File: config.mk
export PLATFORM = sky130hd
export DESIGN_NAME = cmv_move_unit
export DESIGN_NICKNAME = d
export VERILOG_FILES = /design/src/rtl/cmv_pkg.sv /design/src/rtl/cmv_decode.sv /design/src/rtl/cmv_irq.sv /design/src/rtl/cmv_move_unit.sv
export VERILOG_INCLUDE_DIRS = /design/src /design/src/rtl
export SDC_FILE = /design/constraint.sdc
export NUM_CORES = 1
export LEC_CHECK = 0
export ABC_AREA = 0
export BUFFER_PORTS_ARGS = -buffer_cell sky130_fd_sc_hd__clkbuf_2
export CAP_MARGIN = 0
export CORE_MARGIN = 4
export CORE_UTILIZATION = 41
export CTS_CLUSTER_SIZE = 16
export DETAILED_ROUTE_END_ITERATION = 10
export PLACE_DENSITY = 0.7
export SYNTH_ARGS = -nofsm -noshare
export SYNTH_HDL_FRONTEND = slang
export SYNTH_SLANG_ARGS = --single-unit
File: constraint.sdc
create_clock -name mclk -period 6.28 [get_ports mclk]
set_clock_uncertainty 0.1 [all_clocks]
set_input_delay 1.256 -clock mclk [delete_from_list [all_inputs] [get_ports mclk]]
set_output_delay 1.256 -clock mclk [all_outputs]
set_load 0.1 [all_outputs]
File: src/rtl/cmv_cfg.svh
`ifndef CMV_CFG_SVH
`define CMV_CFG_SVH

// ----------------------------------------------------------------------------
// Instruction encodings
// ----------------------------------------------------------------------------
`define CMV_INT_MAJOR 6'h00
`define CMV_PRIV_MINOR 6'h34
`define CMV_SYS_HIGH_SUB 5'h0b
`define CMV_FLT_MAJOR 6'h15
`define CMV_FLT_MINOR 6'h3b
`define CMV_FPU_LOW_SUB 8'ha0
`define CMV_FPU_HIGH_SUB 8'he0
`define CMV_COP2_MAJOR 6'h08
`define CMV_COP2_LOW_SUB 4'h4
`define CMV_COP2_HIGH_SUB 4'hc

// ----------------------------------------------------------------------------
// Architecture revision thresholds
// ----------------------------------------------------------------------------
`define CMV_REV_HIGH_MOVES 4'h2
`define CMV_REV_SILENT_DROP 4'h6

// ----------------------------------------------------------------------------
// Register offsets
// ----------------------------------------------------------------------------
`define CMV_OFF_CTRL 8'h00
`define CMV_OFF_STATUS 8'h04
`define CMV_OFF_MASK 8'h08
`define CMV_OFF_COUNT 8'h0c

// ----------------------------------------------------------------------------
// Control fields and reset values
// ----------------------------------------------------------------------------
`define CMV_CTRL_CU0_BIT 0
`define CMV_CTRL_CU1_BIT 1
`define CMV_CTRL_CU2_BIT 2
`define CMV_CTRL_MVH_BIT 3
`define CMV_CTRL_REV_LSB 4
`define CMV_CTRL_WIDTH 8
`define CMV_CTRL_RST 8'h68
`define CMV_MASK_RST 4'h0

// ----------------------------------------------------------------------------
// Event bits of the status and mask registers
// ----------------------------------------------------------------------------
`define CMV_EV_DONE 0
`define CMV_EV_RESERVED 1
`define CMV_EV_UNUSABLE 2
`define CMV_EV_DROPPED 3
`define CMV_EV_NUM 4

`endif

File: src/rtl/cmv_pkg.sv
package cmv_pkg;

  typedef enum logic [5:0] {
    CMV_K_NONE = 6'h01,
    CMV_K_FPU_LOW = 6'h02,
    CMV_K_FPU_HIGH = 6'h04,
    CMV_K_SYS_HIGH = 6'h08,
    CMV_K_COP2_LOW = 6'h10,
    CMV_K_COP2_HIGH = 6'h20
  } cmv_kind_t;

  typedef enum logic [1:0] {
    CMV_U_SYS = 2'h0,
    CMV_U_FPU = 2'h1,
    CMV_U_COP2 = 2'h2
  } cmv_unit_t;

endpackage

File: src/rtl/cmv_decode.sv
`timescale 1ns/10ps
`default_nettype none
`include "cmv_cfg.svh"

module cmv_decode (
  input wire logic [31:0] instr_word,
  output cmv_pkg::cmv_kind_t kind,
  output logic [11:0] selector
);
  import cmv_pkg::*;

  function automatic logic float_sub(input logic [31:0] w, input logic [7:0] sub);
    float_sub = (w[31:26] == `CMV_FLT_MAJOR) && (w[5:0] == `CMV_FLT_MINOR) &&
                (w[15:14] == 2'h0) && (w[13:6] == sub);
  endfunction

  function automatic logic cop2_sub(input logic [31:0] w, input logic [3:0] sub);
    cop2_sub = (w[31:26] == `CMV_COP2_MAJOR) && (w[15:12] == sub);
  endfunction

  always_comb begin
    kind = CMV_K_NONE;
    selector = 12'h000;
    if (float_sub(instr_word, `CMV_FPU_LOW_SUB)) begin
      kind = CMV_K_FPU_LOW;
      selector = {7'h00, instr_word[20:16]};
    end else if (float_sub(instr_word, `CMV_FPU_HIGH_SUB)) begin
      kind = CMV_K_FPU_HIGH;
      selector = {7'h00, instr_word[20:16]};
    end else if ((instr_word[31:26] == `CMV_INT_MAJOR) && (instr_word[5:0] == `CMV_PRIV_MINOR) &&
                 (instr_word[10:6] == `CMV_SYS_HIGH_SUB) && (instr_word[15:14] == 2'h0)) begin
      kind = CMV_K_SYS_HIGH;
      selector = {4'h0, instr_word[20:16], instr_word[13:11]};
    end else if (cop2_sub(instr_word, `CMV_COP2_LOW_SUB)) begin
      kind = CMV_K_COP2_LOW;
      selector = instr_word[11:0];
    end else if (cop2_sub(instr_word, `CMV_COP2_HIGH_SUB)) begin
      kind = CMV_K_COP2_HIGH;
      selector = instr_word[11:0];
    end
  end

endmodule // cmv_decode
`default_nettype wire

File: src/rtl/cmv_irq.sv
`timescale 1ns/10ps
`default_nettype none
`include "cmv_cfg.svh"

module cmv_irq (
  input wire logic mclk,
  input wire logic srst,
  input wire logic [`CMV_EV_NUM-1:0] event_set,
  input wire logic clear_we,
  input wire logic [`CMV_EV_NUM-1:0] clear_bits,
  input wire logic [`CMV_EV_NUM-1:0] mask_bits,
  output logic [`CMV_EV_NUM-1:0] status_q,
  output logic irq
);
  import cmv_pkg::*;

  genvar i;
  generate
    for (i = 0; i < `CMV_EV_NUM; i++) begin : g_flag
      // A set in the same cycle as a write-one clear wins.
      always_ff @(posedge mclk) begin
        if (srst) begin
          status_q[i] <= 1'b0;
        end else if (event_set[i]) begin
          status_q[i] <= 1'b1;
        end else if (clear_we && clear_bits[i]) begin
          status_q[i] <= 1'b0;
        end
      end
    end
  endgenerate

  assign irq = |(status_q & mask_bits);

endmodule // cmv_irq
`default_nettype wire

File: src/rtl/cmv_move_unit.sv
// The implementer's own choices: the register addresses and the APB slave port.
`timescale 1ns/10ps
`default_nettype none
`include "cmv_cfg.svh"

module cmv_move_unit (
  input wire logic mclk,
  input wire logic srst,
  input wire logic [7:0] paddr,
  input wire logic psel,
  input wire logic penable,
  input wire logic pwrite,
  input wire logic [31:0] pwdata,
  output logic [31:0] prdata,
  output logic pready,
  output logic pslverr,
  output logic irq,
  input wire logic instr_valid,
  input wire logic [31:0] instr_word,
  input wire logic [31:0] gpr_rdata,
  input wire logic priv_kernel,
  input wire logic sysctrl_ext_ok,
  output logic cop_wr_stb,
  output cmv_pkg::cmv_unit_t cop_wr_unit,
  output logic [11:0] cop_wr_sel,
  output logic [31:0] cop_wr_data,
  output logic cop_wr_high,
  output logic cop_wr_upper_undef,
  output logic exc_stb,
  output logic exc_reserved,
  output logic exc_cop_unusable,
  output cmv_pkg::cmv_unit_t exc_cop_num
);
  import cmv_pkg::*;

  // --------------------------------------------------------------------------
  // Decode
  // --------------------------------------------------------------------------
  cmv_kind_t kind;
  logic [11:0] selector;
  logic [`CMV_CTRL_WIDTH-1:0] ctrl_q;
  logic [`CMV_EV_NUM-1:0] mask_q;
  logic [`CMV_EV_NUM-1:0] status_q;
  logic [`CMV_EV_NUM-1:0] event_set;
  logic [15:0] count_q;
  logic [3:0] rev;
  logic move_high_capability;
  cmv_unit_t unit;
  logic is_move;
  logic is_high;
  logic unit_ok;
  logic take_unusable;
  logic take_reserved;
  logic take_drop;
  logic take_write;
  logic apb_setup;
  logic apb_access;
  logic apb_hit;
  logic [31:0] rd_d;

  cmv_decode u_decode (
    .instr_word(instr_word),
    .kind(kind),
    .selector(selector)
  );

  assign rev = ctrl_q[`CMV_CTRL_REV_LSB +: 4];
  assign move_high_capability = ctrl_q[`CMV_CTRL_MVH_BIT];
  assign is_move = instr_valid && (kind != CMV_K_NONE);
  assign is_high = (kind == CMV_K_FPU_HIGH) || (kind == CMV_K_SYS_HIGH) || (kind == CMV_K_COP2_HIGH);

  always_comb begin
    case (kind)
      CMV_K_FPU_LOW, CMV_K_FPU_HIGH: begin
        unit = CMV_U_FPU;
      end
      CMV_K_COP2_LOW, CMV_K_COP2_HIGH: begin
        unit = CMV_U_COP2;
      end
      default: begin
        unit = CMV_U_SYS;
      end
    endcase
  end

  // --------------------------------------------------------------------------
  // Exception checks
  // --------------------------------------------------------------------------
  // access enables
  always_comb begin
    case (unit)
      CMV_U_FPU: begin
        unit_ok = ctrl_q[`CMV_CTRL_CU1_BIT];
      end
      CMV_U_COP2: begin
        unit_ok = ctrl_q[`CMV_CTRL_CU2_BIT];
      end
      default: begin
        unit_ok = priv_kernel || ctrl_q[`CMV_CTRL_CU0_BIT];
      end
    endcase
  end

  assign take_unusable = is_move && !unit_ok;

  assign take_reserved = is_move && unit_ok &&
                         (((kind == CMV_K_SYS_HIGH) && !move_high_capability) ||
                          (((kind == CMV_K_FPU_HIGH) || (kind == CMV_K_COP2_HIGH)) &&
                           (rev < `CMV_REV_HIGH_MOVES)));

  assign take_drop = is_move && unit_ok && !take_reserved && (kind == CMV_K_SYS_HIGH) &&
                     (rev >= `CMV_REV_SILENT_DROP) && !sysctrl_ext_ok;

  assign take_write = is_move && !take_unusable && !take_reserved && !take_drop;

  // --------------------------------------------------------------------------
  // Coprocessor write port
  // --------------------------------------------------------------------------
  // write strobe
  always_ff @(posedge mclk) begin
    if (srst) begin
      cop_wr_stb <= 1'b0;
    end else begin
      cop_wr_stb <= take_write;
    end
  end

  always_ff @(posedge mclk) begin
    if (srst) begin
      cop_wr_unit <= CMV_U_SYS;
      cop_wr_sel <= 12'h000;
      cop_wr_data <= 32'h0000_0000;
      cop_wr_high <= 1'b0;
    end else if (take_write) begin
      cop_wr_unit <= unit;
      cop_wr_sel <= selector;
      cop_wr_data <= gpr_rdata;
      cop_wr_high <= is_high;
    end
  end

  always_ff @(posedge mclk) begin
    if (srst) begin
      cop_wr_upper_undef <= 1'b0;
    end else if (take_write) begin
      cop_wr_upper_undef <= (kind == CMV_K_FPU_LOW) || (kind == CMV_K_COP2_LOW);
    end
  end

  // --------------------------------------------------------------------------
  // Exception reporting
  // --------------------------------------------------------------------------
  // exception pulses
  always_ff @(posedge mclk) begin
    if (srst) begin
      exc_stb <= 1'b0;
      exc_reserved <= 1'b0;
      exc_cop_unusable <= 1'b0;
      exc_cop_num <= CMV_U_SYS;
    end else begin
      exc_stb <= take_unusable || take_reserved;
      exc_reserved <= take_reserved;
      exc_cop_unusable <= take_unusable;
      exc_cop_num <= take_unusable ? unit : CMV_U_SYS;
    end
  end

  always_ff @(posedge mclk) begin
    if (srst) begin
      count_q <= 16'h0000;
    end else if (take_write) begin
      count_q <= count_q + 16'h0001;
    end
  end

  // --------------------------------------------------------------------------
  // APB slave
  // --------------------------------------------------------------------------
  assign apb_setup = psel && !penable;
  assign apb_access = psel && penable;
  assign apb_hit = (paddr == `CMV_OFF_CTRL) || (paddr == `CMV_OFF_STATUS) ||
                   (paddr == `CMV_OFF_MASK) || (paddr == `CMV_OFF_COUNT);
  assign pready = 1'b1;
  assign pslverr = apb_access && !apb_hit;

  always_comb begin
    case (paddr)
      `CMV_OFF_CTRL: begin
        rd_d = {24'h000000, ctrl_q};
      end
      `CMV_OFF_STATUS: begin
        rd_d = {28'h0000000, status_q};
      end
      `CMV_OFF_MASK: begin
        rd_d = {28'h0000000, mask_q};
      end
      `CMV_OFF_COUNT: begin
        rd_d = {16'h0000, count_q};
      end
      default: begin
        rd_d = 32'h0000_0000;
      end
    endcase
  end

  // Read data is captured in the setup cycle so it stands in the access cycle.
  always_ff @(posedge mclk) begin
    if (srst) begin
      prdata <= 32'h0000_0000;
    end else if (apb_setup && !pwrite) begin
      prdata <= rd_d;
    end
  end

  always_ff @(posedge mclk) begin
    if (srst) begin
      ctrl_q <= `CMV_CTRL_RST;
    end else if (apb_access && pwrite && (paddr == `CMV_OFF_CTRL)) begin
      ctrl_q <= pwdata[`CMV_CTRL_WIDTH-1:0];
    end
  end

  always_ff @(posedge mclk) begin
    if (srst) begin
      mask_q <= `CMV_MASK_RST;
    end else if (apb_access && pwrite && (paddr == `CMV_OFF_MASK)) begin
      mask_q <= pwdata[`CMV_EV_NUM-1:0];
    end
  end

  // --------------------------------------------------------------------------
  // Interrupts
  // --------------------------------------------------------------------------
  always_comb begin
    event_set = '0;
    event_set[`CMV_EV_DONE] = cop_wr_stb;
    event_set[`CMV_EV_RESERVED] = exc_reserved;
    event_set[`CMV_EV_UNUSABLE] = exc_cop_unusable;
    event_set[`CMV_EV_DROPPED] = take_drop;
  end

  cmv_irq u_irq (
    .mclk(mclk),
    .srst(srst),
    .event_set(event_set),
    .clear_we(apb_access && pwrite && (paddr == `CMV_OFF_STATUS)),
    .clear_bits(pwdata[`CMV_EV_NUM-1:0]),
    .mask_bits(mask_q),
    .status_q(status_q),
    .irq(irq)
  );
endmodule // cmv_move_unit
`default_nettype wire

==> out/qor.txt <==
vias in the first global route -> 4393
most common cell in the synthesized netlist -> dfxtp_1
clock period minus worst slack -> 4.82 ns
worst-path fanout max -> 45
Fillers -> 1084
Syn. warnings -> 0
post-synth cell types -> 54
most area-hungry cell type in the Yosys netlist -> dfxtp_1
met1 GRT Util -> 25.2%
Worst VDD drop -> 0.160 mV
Critical Path End Type -> flop
Total GRT Usage -> 19.4%
Avg Cell Area, Syn -> 8.54 um2
Final Slew Violations -> 0
fmax -> 207 MHz
Top FF cell, synth -> dfxtp_1
Post-synth ARST share -> 0%
Detailed Routing Iterations Pass 1 -> 5
most frequent cells after synthesis -> dfxtp_1 (102), a21oi_1 (65), nand3_1 (57)
vias post-DR -> 4709
placed wire-length estimate -> 9130 um
CTS tree -> yes
Synth Register Bits -> 102
WL/cell -> 15.9 um
Finished Core Util -> 50.4%
width of the die -> 116 um
initial antenna violation count -> 0
Core Region -> 0.0114 mm2
clock tree sinks -> 102
Post-Syn Instances -> 558
Final #Nets -> 795
Worst Path Required -> 6.45 ns
via/cell ratio -> 5.71
initial drt markers -> 415
chip height -> 116 um
CTS Buf Count -> 9
max_cap viols -> 0
outcome -> finished, final reports clean
slew of the pin with the lowest slew margin -> 1.21 ns
P&R area growth vs syn -> 20.9%
worst min path class -> flop to flop
number of synthesized flops with an enable pin -> 0
CTS clock-pin slew for the worst setup and hold paths -> 0.06 ns
GRT overflow -> 0
unrepaired setup endpoints after global routing -> no
die area -> 0.0134 mm2
I/O pin count -> 201
row cnt -> 39
htree depth -> 3
initial core utilization -> 41.7%
Antenna Cells -> 0
Yosys top cell area share -> 42.9%
# DRC -> 0
final setup vio count -> 0
top post-synthesis cells by area -> dfxtp_1 (43%), a21oi_1 (6.8%), nand3_1 (6.0%)
Worst Path Arrival -> 4.99 ns
postcts setup bufs -> 0
Antenna Nets Post-Route -> 0
ratio of cells with drive above 1 in the final layout -> 29.4%
DRT Wirelength -> 13100 um
port bufs -> 154
Bufs on Longest Clock Path -> 2
Skew-Pair Late Insertion Delay -> 0.35 ns
GRT busiest layer -> met2
Fin. Hold Viols -> 0
kind of critical path -> input pin to flop
post-CTS resize count -> 0
Seq/Total Area, Yosys -> 42.9%
Pleak -> 0.00233 uW
Tcrit/Tclk final -> 76.8%
Max-slew headroom -> 19.1%
Hold Buf Count CTS -> 0
TNS Setup -> 0 ns
GR met3 Demand/Resource -> 6.89%
Pwr Density -> 220 mW/mm2
CTS Root Cell -> clkbuf_16
CP startpoint kind -> input pin
largest net degree at the start of global routing -> 101
global-route wire length before repair -> 21000 um
RD Place Congestion -> 0.886
met2 Resource Use GR -> 30.3%
cell area after synthesis -> 0.00476 mm2
==> layout by cell type, fill, tap and decap left out, types with 2 or more instances in the layout <==
cell type	count
clkbuf_2	153
dfxtp_1	102
a21oi_1	65
nand3_1	56
o21ai_0	49
nor2_1	42
nand2_1	22
a22oi_1	18
conb_1	17
nand4_1	10
or2_2	9
clkbuf_16	9
and3_1	8
nor2b_1	7
nor3_1	7
o311ai_0	7
o41ai_1	7
nand4b_1	6
and2_1	6
mux2_2	6
or3_1	6
buf_4	6
a222oi_1	5
nor4_1	4
inv_1	4
mux2i_1	4
mux4_2	4
ha_1	4
nor3b_1	3
a22o_1	3
nor4_2	2
a221oi_1	2
nor4b_1	2
and4_1	2
clkinv_2	2
==> cell families after synthesis <==
kind of cell	Yosys count	share of synthesized area (%)
DFF	102	42.9
muxes	15	4.39
AOI/OAI and AO/OA	166	21.2
adders and majority gates	4	1.05
other	2	0.158
buffers and inverters	69	7.25
and+or+nand+nor	200	23.1
==> cell type report <==
| class | count | area (um2) | share of cell area, % |
|---|---|---|---|
| Timing Repair Buffer | 160 | 816 | 14.2 |
| Multi-Input combinational cell | 402 | 2460 | 42.6 |
| Clock inverter | 4 | 26.3 | 0.456 |
| Tap cell | 143 | 179 | 3.11 |
| Sequential cell | 102 | 2040 | 35.5 |
| Inverter | 4 | 15.0 | 0.261 |
| Clock buffer | 9 | 225 | 3.91 |
==> layer usage <==
metal	share of wire, %	vias up
li1	-	2274
met1	42	2226
met2	47	196
met3	9.9	13
met4	1.3	0
met5	0	-
==> power by group <==
group          switching, uW  leakage [uW]  internal [uW]
combinational           93.6       0.00138           28.5
clock                    236      0.000123            262
sequential            0.0463      0.000821            647
total                    330       0.00233            937
==> state kept, by name, summed over array words and instances (netlist names) <==
| signal | cells |
|---|---|
| cop_wr_data | 32 |
| cop_wr_high | 1 |
| cop_wr_sel | 12 |
| cop_wr_stb | 1 |
| cop_wr_unit | 2 |
| cop_wr_upper_undef | 1 |
| count_q | 16 |
| ctrl_q | 8 |
| exc_cop_num | 2 |
| exc_cop_unusable | 1 |
| exc_reserved | 1 |
| exc_stb | 1 |
| mask_q | 4 |
| prdata | 16 |
| u_irq.status_q | 4 |
==> through the flow <==
step / worst slack, ns / std cells / hold WS (ns) / area [um2] / total power (uW)
after floorplan: 1.74 / 573 / 0.337 / 4820 / 751
final: 1.46 / 824 / 0.369 / 5760 / 1270
after CTS: 1.49 / 824 / 0.366 / 5760 / 1280
after global routing: 1.15 / 824 / 0.392 / 5760 / 1320
after global placement: 1.21 / 811 / 0.348 / 5510 / 781
after detailed placement: 1.19 / 811 / 0.357 / 5510 / 782
==> final timing paths <==
check | startpoint | to | slack (ns) | depth (start not counted)
worst max register to register | ctrl_q[7] | cop_wr_sel[4] | 3.57 | 7
worst max-delay path | instr_word[6] | cop_wr_sel[4] | 1.46 | 12
worst min register to register | ctrl_q[4] | ctrl_q[4] | 0.37 | 2
worst min-delay path | ctrl_q[4] | ctrl_q[4] | 0.37 | 2
==> critical path, cell delays in order <==
cell and delay [ns]:
clkbuf_2 0.11, or4b_1 0.53, nor4_1 0.54, nand2_1 0.22, ha_1 0.34, a221oi_1 0.05, a21oi_1 0.25, and2_1 0.20
nand3_2 0.47, buf_4 0.47, or3_1 0.40, a21oi_1 0.15
(Power assumes the default switching activity.)
